==> src/shared/sacr_cfg.svh <==
// Timing constants and field layout for the conversion read control
`ifndef SACR_CFG_SVH
`define SACR_CFG_SVH
`define SACR_CLK_MHZ        20
`define SACR_START_LOW_NS   50
`define SACR_BUSY_DLY_NS    83
`define SACR_CONV_NS        4000
`define SACR_NEW_VALID_NS   50
`define SACR_OLD_VALID_NS   3700
// Least time rounds up, longest time rounds down, never below one cycle
`define SACR_CYC_UP(ns)  (((ns) * `SACR_CLK_MHZ + 999) / 1000)
`define SACR_CYC_DN(ns)  ((((ns) * `SACR_CLK_MHZ) / 1000) < 1 ? 1 : \
                          (((ns) * `SACR_CLK_MHZ) / 1000))
`define SACR_CNT_W          8
`define SACR_DATA_W         16
`define SACR_BYTE_W         8
`define SACR_SYNC_W         3
`endif

==> src/shared/sacr_pkg.sv <==
// Types for the conversion read control
`include "sacr_cfg.svh"
package sacr_pkg;
   typedef enum logic [1:0] {
      sacr_idle,
      sacr_armed,
      sacr_convert
   } sacr_state_t;

   typedef struct packed {
      logic [`SACR_SYNC_W-1:0] rc_sync;
      logic [`SACR_SYNC_W-1:0] cs_sync;
      sacr_state_t             state;
      logic [`SACR_CNT_W-1:0]  low_cnt;
      logic [`SACR_CNT_W-1:0]  conv_cnt;
      logic [`SACR_DATA_W-1:0] out_word;
      logic                    first_done;
      logic                    busy_n;
      logic                    sample_hold;
      logic                    first_result;
      logic [`SACR_DATA_W-1:0] bits_out;
      logic [`SACR_DATA_W-1:0] bits_oe;
   } sacr_state_reg_t;
endpackage : sacr_pkg

==> src/logic/sacr_ctrl.sv <==
// Conversion start, busy and parallel result read control
//
// Summary of operation
// - Both control lines low for 50 ns holds the sample and starts conversion; here they must stay low about three clocks.
// - Busy low for whole conversion, high again with valid result.
// - First result after power-up is undefined; flagged for host to discard.
// - Busy falls under 83 ns after a conversion is initiated; here it falls about four clocks after both lines go low.
// - Busy stays low until output register holds new two's-complement result.
// - Busy returns high, data valid, within 4 us of start.
// - Commands ignored during conversion; reads still honoured.
// - Previous result stays valid about 3.7 us into busy low.
// - New result valid on outputs 50 ns before busy rises.
// - Result driven only while read_convert high and chip select low.
// - Byte swap selects word or two byte groups on the pins.
// - Swap high exchanges upper and lower bytes; low is normal order.
// - Result bits high impedance when chip select high or read_convert low.
// - Chip select falling with read_convert high enables outputs only.
`timescale 1ns/1ps
`default_nettype none
`include "sacr_cfg.svh"

module sacr_ctrl (
   input  wire logic                    clk,
   input  wire logic                    rst_n,
   input  wire logic                    read_convert_n,
   input  wire logic                    chip_select_n,
   input  wire logic                    byte_lane_swap,
   input  wire logic [`SACR_DATA_W-1:0] conv_result,
   output logic                         busy_n,
   output logic                         sample_hold,
   output logic                         first_result,
   output logic      [`SACR_DATA_W-1:0] result_bits_out,
   output logic      [`SACR_DATA_W-1:0] result_bits_oe
);
   import sacr_pkg::*;

   localparam int START_CYC = `SACR_CYC_UP(`SACR_START_LOW_NS);
   localparam int BUSY_CYC  = `SACR_CYC_DN(`SACR_BUSY_DLY_NS);
   localparam int CONV_CYC  = `SACR_CYC_DN(`SACR_CONV_NS);
   localparam int NEW_CYC   = `SACR_CYC_DN(`SACR_NEW_VALID_NS);
   localparam int OLD_CYC   = `SACR_CYC_DN(`SACR_OLD_VALID_NS);
   // Pins lag the word by one register, so the load comes a cycle earlier
   localparam int LOAD_CYC  = CONV_CYC - NEW_CYC - 1;
   // Agreeing synchroniser stages, second and third
   localparam int S_HI      = `SACR_SYNC_W - 1;
   localparam int S_LO      = `SACR_SYNC_W - 2;

   sacr_state_reg_t cur;
   sacr_state_reg_t next_cur;

   logic                    rc_low;
   logic                    cs_low;
   logic                    start_low;
   logic                    read_en;
   logic [`SACR_DATA_W-1:0] lane_word;

   always_comb begin
      next_cur = cur;
      // First stage only shifts; decisions use agreeing stages two and three
      next_cur.rc_sync = {cur.rc_sync[`SACR_SYNC_W-2:0], read_convert_n};
      next_cur.cs_sync = {cur.cs_sync[`SACR_SYNC_W-2:0], chip_select_n};
      rc_low = (cur.rc_sync[S_HI:S_LO] == 2'h0);
      cs_low = (cur.cs_sync[S_HI:S_LO] == 2'h0);
      // Limitation: a start pulse must span about three clocks
      start_low = rc_low && cs_low;
      read_en = (cur.rc_sync[S_HI:S_LO] == 2'h3) && cs_low;
      case (cur.state)
         sacr_idle: begin
            next_cur.low_cnt = '0;
            if (start_low) begin
               next_cur.state   = sacr_armed;
               next_cur.low_cnt = `SACR_CNT_W'(1);
            end
         end
         sacr_armed: begin
            // Glitches shorter than the least low time start nothing
            if (!start_low) begin
               next_cur.state = sacr_idle;
            end else if (int'(cur.low_cnt) + 1 >= START_CYC) begin
               next_cur.state       = sacr_convert;
               next_cur.sample_hold = 1'b1;
               next_cur.busy_n      = 1'b0;
               next_cur.conv_cnt    = '0;
            end else begin
               next_cur.low_cnt = cur.low_cnt + `SACR_CNT_W'(1);
            end
         end
         sacr_convert: begin
            // Control lines are not looked at here, so commands are lost
            next_cur.conv_cnt = cur.conv_cnt + `SACR_CNT_W'(1);
            if (int'(cur.conv_cnt) + 1 == LOAD_CYC) begin
               next_cur.out_word     = conv_result;
               next_cur.first_result = !cur.first_done;
               next_cur.first_done   = 1'b1;
            end
            if (int'(cur.conv_cnt) + 1 >= CONV_CYC) begin
               next_cur.busy_n      = 1'b1;
               next_cur.sample_hold = 1'b0;
               next_cur.state       = sacr_idle;
            end
         end
         default: begin
            next_cur.state = sacr_idle;
         end
      endcase
      lane_word = byte_lane_swap ?
         {cur.out_word[`SACR_BYTE_W-1:0],
          cur.out_word[`SACR_DATA_W-1:`SACR_BYTE_W]} : cur.out_word;
      next_cur.bits_out = lane_word;
      // Reads stay open during conversion, old word until the load
      next_cur.bits_oe = read_en ? '1 : '0;
   end

   always_ff @(posedge clk or negedge rst_n) begin
      if (!rst_n) begin
         cur              <= '0;
         cur.rc_sync      <= '1;
         cur.cs_sync      <= '1;
         cur.state        <= sacr_idle;
         cur.busy_n       <= 1'b1;
      end else begin
         cur <= next_cur;
      end
   end

   assign busy_n          = cur.busy_n;
   assign sample_hold     = cur.sample_hold;
   assign first_result    = cur.first_result;
   assign result_bits_out = cur.bits_out;
   assign result_bits_oe  = cur.bits_oe;

   // Helper: cycles since busy fell
   logic [`SACR_CNT_W-1:0] busy_age;
   always_ff @(posedge clk or negedge rst_n) begin
      if (!rst_n) begin
         busy_age <= '0;
      end else if (busy_n) begin
         busy_age <= '0;
      end else begin
         busy_age <= busy_age + `SACR_CNT_W'(1);
      end
   end

   // Busy and conversion timing
   a_start_busy_fall: assert property (
      @(posedge clk) disable iff (!rst_n)
      (cur.state == sacr_armed && start_low
       && int'(cur.low_cnt) + 1 >= START_CYC) |=> !busy_n)
      else $error("busy did not fall on start");
   a_start_cause: assert property (
      @(posedge clk) disable iff (!rst_n)
      $fell(busy_n) |-> ($past(cur.state) == sacr_armed && $past(start_low)))
      else $error("busy fell without a command");
   a_busy_len_max: assert property (
      @(posedge clk) disable iff (!rst_n)
      !busy_n |-> int'(busy_age) < CONV_CYC)
      else $error("busy low too long");
   a_busy_rise_done: assert property (
      @(posedge clk) disable iff (!rst_n)
      $rose(busy_n) |-> $past(busy_age) == `SACR_CNT_W'(CONV_CYC - 1))
      else $error("busy rose at wrong time");
   a_rise_idle: assert property (
      @(posedge clk) disable iff (!rst_n)
      $rose(busy_n) |-> (cur.state == sacr_idle && !sample_hold))
      else $error("conversion still running at busy rise");
   a_hold_busy: assert property (
      @(posedge clk) disable iff (!rst_n)
      sample_hold == !busy_n)
      else $error("sample hold out of step with busy");
   a_ignore_cmds: assert property (
      @(posedge clk) disable iff (!rst_n)
      (cur.state == sacr_convert && start_low
       && int'(cur.conv_cnt) + 1 < CONV_CYC)
      |=> (cur.state == sacr_convert
           && cur.conv_cnt == $past(cur.conv_cnt) + `SACR_CNT_W'(1)))
      else $error("conversion restarted by a command");

   // Result word and output lanes
   a_new_word_lead: assert property (
      @(posedge clk) disable iff (!rst_n)
      $rose(busy_n) |-> $past(cur.out_word, 2) == cur.out_word)
      else $error("word not loaded a cycle before busy rise");
   a_old_word_hold: assert property (
      @(posedge clk) disable iff (!rst_n)
      (!busy_n && int'(busy_age) < OLD_CYC) |-> $stable(cur.out_word))
      else $error("previous word lost too early");
   a_swap_lanes: assert property (
      @(posedge clk) disable iff (!rst_n)
      result_bits_out == ($past(byte_lane_swap)
         ? {$past(cur.out_word[`SACR_BYTE_W-1:0]),
            $past(cur.out_word[`SACR_DATA_W-1:`SACR_BYTE_W])}
         : $past(cur.out_word)))
      else $error("byte lanes in wrong order");
   a_hiz_rule: assert property (
      @(posedge clk) disable iff (!rst_n)
      !$past(read_en) |-> result_bits_oe == '0)
      else $error("bus driven while disabled");
   a_read_drive: assert property (
      @(posedge clk) disable iff (!rst_n)
      $past(read_en) |-> result_bits_oe == '1)
      else $error("bus not driven on read");
   a_first_flag: assert property (
      @(posedge clk) disable iff (!rst_n)
      $rose(cur.first_done) |-> first_result)
      else $error("first result not flagged");
   a_first_clear: assert property (
      @(posedge clk) disable iff (!rst_n)
      ($past(cur.first_done) && $changed(cur.out_word)) |-> !first_result)
      else $error("later result flagged as first");

   c_conv: cover property (@(posedge clk) disable iff (!rst_n) $rose(busy_n));
   c_read_busy: cover property (@(posedge clk) disable iff (!rst_n)
      !busy_n && result_bits_oe == '1);
   c_swap: cover property (@(posedge clk) disable iff (!rst_n)
      byte_lane_swap && result_bits_oe == '1);
   c_cmd_ignored: cover property (@(posedge clk) disable iff (!rst_n)
      cur.state == sacr_convert && start_low);
   c_first_read: cover property (@(posedge clk) disable iff (!rst_n)
      first_result && result_bits_oe == '1);
endmodule : sacr_ctrl
`default_nettype wire

==> config.mk <==
export PLATFORM = sky130hd
export DESIGN_NAME = sacr_ctrl
export DESIGN_NICKNAME = d
export VERILOG_FILES = /design/src/shared/sacr_pkg.sv /design/src/logic/sacr_ctrl.sv
export VERILOG_INCLUDE_DIRS = /design/src /design/src/shared
export SDC_FILE = /design/constraint.sdc
export NUM_CORES = 1
export LEC_CHECK = 0
export ABC_AREA = 1
export ABC_CLOCK_PERIOD_IN_PS = 3400
export BUFFER_PORTS_ARGS = -buffer_cell sky130_fd_sc_hd__buf_2
export CAP_MARGIN = 30
export CORE_ASPECT_RATIO = 0.9
export CORE_MARGIN = 8
export CORE_UTILIZATION = 60
export DETAILED_ROUTE_END_ITERATION = 8
export GPL_TIMING_DRIVEN = 0
export PLACE_DENSITY = 0.85
export SYNTH_ARGS = -nofsm -noshare
export SYNTH_HDL_FRONTEND = slang
export SYNTH_SLANG_ARGS = --single-unit
==> constraint.sdc <==
create_clock -name clk -period 3.4 [get_ports clk]
set_clock_uncertainty 0.2 [all_clocks]
set_input_delay 0.51 -clock clk [delete_from_list [all_inputs] [get_ports clk]]
set_output_delay 0.51 -clock clk [all_outputs]
set_load 0.02 [all_outputs]
==> results of run 1 <==
-- power by group --
part           switching (W)  total [W]  internal [W]
sequential         0.0000314   0.000798      0.000767
clock               0.000284   0.000697      0.000413
combinational       0.000130   0.000214     0.0000842
total               0.000446    0.00171       0.00126
-- path summary, 6_finish.rpt --
check / cells past startpoint / from / to
hold / removal: 1 / read_convert_n / cur[73]
hold reg to reg: 0 / cur[73] / cur[74]
max in group asynchronous: 3 / rst_n / busy_n
setup reg to reg: 11 / cur[60] / cur[53]
setup / recovery: 11 / cur[60] / cur[53]
min in group asynchronous: 2 / rst_n / result_bits_out[15]
-- worst register-to-register path, delay by kind of cell, from the launching register on --
family | cells | cell delay, ns
flops | 1 | 0.43
buf+inv | 2 | 0.13
simple gates | 7 | 1.02
fa+ha+maj | 1 | 0.29
compound gates | 1 | 0.08
-- cell families (layout without fill, tap and decap cells) --
kind of cell | Yosys count | count (layout)
compound gates | 42 | 42
xor+xnor | 3 | 3
fa+ha+maj | 4 | 4
buf+inv | 90 | 163
flops | 61 | 61
simple gates | 144 | 144
-- flip-flops by register name, summed over array words and instances (netlist names) --
name / flops
busy_n: 1
cur: 41
first_result: 1
result_bits_oe: 1
result_bits_out: 16
sample_hold: 1
-- synth_stat cells --
library cell	instances	area, um^2
nand2_1	69	259
dfrtp_1	54	1350
inv_1	50	188
buf_4	33	248
nor2_1	26	97.6
nand3_1	20	100
o21ai_2	17	149
o21ai_0	15	75.1
nand2_2	14	87.6
a21oi_1	9	45.0
dfstp_2	7	184
nand4_1	5	31.3
clkbuf_1	4	15.0
ha_1	4	50.1
nor3_1	4	20.0
buf_6	3	33.8
nor2_4	3	33.8
nand3_2	2	20.0
nand4_4	1	21.3
o21bai_1	1	7.51
xnor2_1	1	8.76
xor2_1	1	8.76
xor2_2	1	16.3
-- routing by layer --
layer,track usage (%),wire (um)
met2,26.2,2890
met5,0,0
met1,19.6,2540
met3,4.86,334
met4,7.88,88
-- area by class of cell --
type / instances / area (um^2)
inverter: 50 / 188
clock buffer: 10 / 128
fill: 357 / 1210
tap: 65 / 81.3
buffer: 40 / 297
multi-input combinational: 193 / 1030
sequential: 61 / 1540
clock inverter: 6 / 87.6
timing repair buffer: 57 / 305
-- through the flow --
step	cells	utilization [%]
global route	482	75.1
global placement	464	70.0
finish	482	75.1
floorplan	344	-
CTS	482	75.1
detailed placement	465	70.4
-- timing repair --
action / in CTS / in global routing
endpoints found under the hold margin: 19 / 0
buffers inserted: 0 / 0
hold buffers: 1 / 0
==> summary.txt, run 1 <==
Run status
  – Status: finished, final reports clean

Synthesis
  – Synth Area in Compound Gates: 9.06%
  – Synthesized instance count: 344
  – Mapped Area: 0.00305 mm^2
  – Adder-cell share of the synthesized area: 1.64%
  – Post-Synth Simple-Gate Area: 22.0%
  – Largest family of logic cells by synthesized area: simple AND/OR/NAND/NOR gates
  – Mux cell area share after synthesis: 0%
  – YS warnings: 0
  – Post-Syn Nets: 369
  – FF+latch count, synth: 61
  – Library cells used by synthesis: 23
  – Post-Synth XOR/XNOR Area: 1.11%
  – Average size of a mapped cell: 8.87 um^2
  – Seq/Total Area, Yosys: 50.3%

GRT
  – Grt ovf: 0
  – Largest net degree at the start of global routing: 37
  – Vias in the first global route: 2302
  – First-pass GRT wire length: 10100 um
  – Initial antenna violation count: 0
  – Total GRT Usage: 16.3%

Worst setup path
  – Buf/Inv on CP: 2
  – Critical Path Slowest Stage Cell: dfrtp_1
  – CP Class: reg2reg
  – Worst Setup End Kind: register
  – Startpoint Class: register
  – CP delay by family, top: simple AND/OR/NAND/NOR gates
  – CP arrival: between 2 and 2.5 ns
  – Worst reg-to-reg setup slack: 1.16 ns
  – Worst-path maximum fanout: 10
  – WP data required: ~3.4 ns
  – Crit path cell chain: inv_1 -> ha_1 -> inv_1 -> nand3_1 -> nor2_1 -> nand2_1 -> nor3_1 -> nand2_1 -> nand3_2 -> nand3_1 -> o21ai_0
  – Critical path's largest stage delay: 0.43 ns

STA
  – Final period util: 65.8%
  – Min cycle time layout: 2.24 ns
  – Setup violators final: 0
  – RSZ-0062 raised after global routing: no
  – Setup TNS Final: 0 ns
  – Fmax: 447 MHz
  – Final worst slack: 1.16 ns
  – Worst slew pin tran: 0.608 ns
  – Slew Viols, Final: 0
  – Hold_ws: 0.0828 ns
  – Final Hold Vio Count: 0
  – Slew Limit Headroom: 59.2%

Final layout
  – Commonest non-fill, non-tap cell in the layout: nand2_1
  – Number of antenna diodes: 0
  – Share of cells above drive strength 1: 36.5%
  – Area added between synthesis and finish: 19.7%
  – Fin nets: 437
  – Most frequent cells in the layout: nand2_1 (69), buf_2 (55), dfrtp_1 (54)
  – Cell area after layout: 0.00365 mm^2

Floorplanning
  – Site Rows: 24
  – Initial Util: 62.7%
  – Core area: approximately 0.0049 mm^2
  – I/O pin cnt: 56
  – Full die area: about 0.0076 mm^2
  – Die Y: 83.6 um
  – Die W: 91.2 um

Clock network
  – Clock latency at the later pin of the worst-skew pair: roughly 0.33 ns
  – H-tree levels: 3
  – CTS Sinks: 61
  – CTS resizes: 0
  – CTS tree: built
  – Clock tree buffer depth: 2
  – Clock transition at the registers of the reported paths: 0.06 ns
  – Root buffer cell: clkbuf_8
  – Inserted Clock Buffers: 9

Detailed routing
  – WL/cell: 12.2 um
  – DRC: 0
  – Vias per inst: 4.80
  – Wirelength, routed: around 5900 um
  – TritonRoute pass-1 iters: 5
  – Number of routed nets with antenna violations: 0
  – Vias: 2315
  – Initial drt markers: just under 90

Place
  – DP Area: roughly 0.0034 mm^2
  – Final RePlAce weighted congestion: 0.839
  – DP Wirelength: 4350 um
  – Input/output buffers: 55
  – Pre-CTS setup slack: 1.17 ns

Power
  – Leakage power: approximately 1.9 nW
  – Cell area power density: 468 mW/mm^2
  – Total power: 0.00171 W
  – VDD IR max: 345 uV

Worst hold path
  – HP Class: in2reg

Flow run
  – Max-Cap Viols: 0
Note: power is estimated with default switching activity, not from simulation.
==> inputs of run 2 (changes only) <==
Settings changed: ABC_CLOCK_PERIOD_IN_PS 3400 to 2300, CORE_UTILIZATION 60 to 55, PLACE_DENSITY 0.85 to 0.79.
Clock period 3.4 ns to 2.3 ns, I/O delays scaled along.
==> summary.txt, run 2 (synthesis gave the netlist of run 1 again) <==
Clock network
  – CTS tree: built
  – Postcts setup bufs: 0 (unchanged)
  – Clock latency at the later pin of the worst-skew pair: 0.34 ns (about the same)
  – H-tree levels: 3 (unchanged)
  – CTS Sinks: 61 (unchanged)
  – Clock transition at the registers of the reported paths: 0.07 ns (about the same)
  – Inserted Clock Buffers: 9 (unchanged)
  – Root buffer cell: clkbuf_8
  – Clock tree buffer depth: 2 (unchanged)

Detailed routing
  – DRC: 0 (unchanged)
  – Wirelength, routed: 6010 um (+2.5%)
  – Vias per inst: 4.76 (-0.95%)
  – Initial drt markers: 131 (+49%)
  – Number of routed nets with antenna violations: 0 (unchanged)
  – TritonRoute pass-1 iters: 4 (-1)
  – Vias: 2312 (-0.13%)
  – WL/cell: 12.4 um (+1.7%)

Power
  – Part of the power in combinational logic: 12.0% (-0.5 points)
  – Clock power share: 43.3% (+2.5 points)
  – Leakage power: 1.94 nW (+1.2%)
  – Part of the power in registers: 44.7% (-2.0 points)
  – Net Switching: 0.000638 W (+43%)
  – VDD IR max: 412 uV (+20%)
  – Sw Ratio: 24.1% (-2.0 points)
  – Cell area power density: 714 mW/mm^2 (+53%)
  – Pint: 0.00201 W (+59%)

Floorplanning
  – Initial Util: 57.4% (-5.3 points)
  – I/O pin cnt: 56 (unchanged)
  – Core area: 0.00532 mm^2 (+9.3%)
  – Die Y: 86.7 um (+3.6%)
  – Site Rows: 25 (+4.2%)
  – Full die area: 0.00819 mm^2 (+7.4%)
  – Die W: 94.5 um (+3.7%)

Final layout
  – Most frequent cells in the layout: nand2_1 (68), buf_2 (55), dfrtp_1 (54)
  – Core Util, Final: 69.7% (-5.4 points)
  – Most flop-heavy register: cur
  – Commonest non-fill, non-tap cell in the layout: nand2_1
  – Area added between synthesis and finish: 21.5%
  – Fin nets: 439 (+0.46%)
  – Share of cells above drive strength 1: 36.5% (+0.065 points)
  – Largest register FFs: 41 (unchanged)
  – Number of antenna diodes: 0 (unchanged)

Worst setup path
  – Reg-to-Reg Start: cur[52]
  – Worst Setup End Kind: register
  – Worst-path maximum fanout: 10 (unchanged)
  – CP Class: reg2reg
  – Worst Reg-to-Reg Cells: 9 (-2)
  – Startpoint Class: register
  – CP Launch Point: cur[52]
  – Setup crit end: cur[44]
  – Worst reg-to-reg setup slack: 0.17 ns (-0.99 ns)
  – WP data required: 2.34 ns (-1.10 ns)
  – CP arrival: 2.17 ns (-0.11 ns)
  – Reg-to-Reg End: cur[44]

Place
  – Pre-CTS setup slack: 0.118 ns (-1.05 ns)
  – Input/output buffers: 55 (unchanged)
  – Final RePlAce weighted congestion: 0.831 (-0.93%)
  – DP Wirelength: 4290 um (-1.2%)

STA
  – RSZ-0062 raised after global routing: no
  – Final Hold Vio Count: 0 (unchanged)
  – Slew Viols, Final: 0 (unchanged)
  – Min cycle time layout: 2.13 ns (-0.107 ns)
  – Fmax: 469 MHz (+5.0%)
  – Final worst slack: 0.169 ns (-0.993 ns)
  – Hold_ws: 0.0397 ns (-0.0432 ns)
  – Setup TNS Final: 0 ns (unchanged)
  – Slew Limit Headroom: 56.7% (-2.4 points)
  – Final period util: 92.7% (+27 points)
  – Setup violators final: 0 (unchanged)
  – Worst slew pin tran: 0.649 ns (+0.0413 ns)

Worst hold path
  – HP Class: in2reg
  – Hold depth: 3 (+2)

GRT
  – Total GRT Usage: 15.6% (-0.74 points)
  – Vias in the first global route: 2191 (-4.8%)
  – Grt ovf: 0 (unchanged)
  – Initial antenna violation count: 0 (unchanged)
  – Largest net degree at the start of global routing: 34 (-8.1%)
  – First-pass GRT wire length: 10000 um (-0.75%)

Flow run
  – Max-Cap Viols: 0 (unchanged)

Run status
  – Status: finished, final reports clean
## run 2: cell count changes in the layout (fill, tap and decap cells not counted), sizes merged
cell	previous run	this run
clkinv	4	1
bufinv	2	3
dlygate4sd3	1	3
clkbuf	14	16
## run 2: layout make-up
| type | instances | area, um^2 |
|---|---|---|
| Multi-Input combinational cell | 193 | 1040 |
| Tap cell | 67 | 83.8 |
| Fill cell | 410 | 1610 |
| Sequential cell | 61 | 1540 |
| Clock buffer | 12 | 145 |
| Timing Repair Buffer | 59 | 325 |
| Clock inverter | 4 | 95.1 |
| Buffer | 40 | 297 |
| Inverter | 50 | 188 |
## run 2: power groups by stage
stage | sequential [W] | combinational (W) | clock [W]
final | 0.00118 | 0.000318 | 0.00115
after CTS | 0.00118 | 0.000321 | 0.00117
after global placement | 0.00120 | 0.000304 | 0
after detailed placement | 0.00120 | 0.000315 | 0
after global routing | 0.00119 | 0.000363 | 0.00121
after floorplan | 0.00120 | 0.000214 | 0
## run 2: metrics by stage
step	cell area, um^2	total power [W]	cells
4_1_cts	3700	0.00267	486
2_1_floorplan	3050	0.00141	344
5_1_grt	3710	0.00276	486
3_5_place_dp	3430	0.00152	467
3_3_place_gp	3410	0.00150	466
6_report	3710	0.00265	486
## run 2: how the worst min path moves through the flow
stage                    start      end  slack [ns]
4_1_cts         conv_result[3]  cur[39]        0.03
6_report        conv_result[3]  cur[39]        0.04
3_5_place_dp           cur[70]  cur[71]        0.15
3_3_place_gp           cur[73]  cur[74]        0.15
5_1_grt        conv_result[13]  cur[49]        0.02
2_1_floorplan            rst_n  cur[35]       -0.15
## run 2: what timing repair did
item	4_1_cts	5_1_grt
endpoints found under the hold margin	23	0
hold buffers	3	0
gates resized for setup	0	2
endpoints found under the setup margin	0	17
## run 2: layer usage
layer / up-vias / GRT usage [%] / share of wire (%)
li1: 1177 / - / -
met1: 1052 / 19.1 / 45
met2: 75 / 23.3 / 45
met3: 8 / 6.48 / 8.3
met4: 0 / 7.08 / 1.5
met5: - / 0 / 0
## run 2: worst max-delay path: stages, from the launching register on
cell,delay [ns]
dfrtp_1,0.43
ha_1,0.29
nand3_1,0.12
xor2_1,0.24
nand2_2,0.12
nor2_4,0.13
nand4_4,0.16
buf_6,0.21
nand2_2,0.07
o21ai_2,0.05
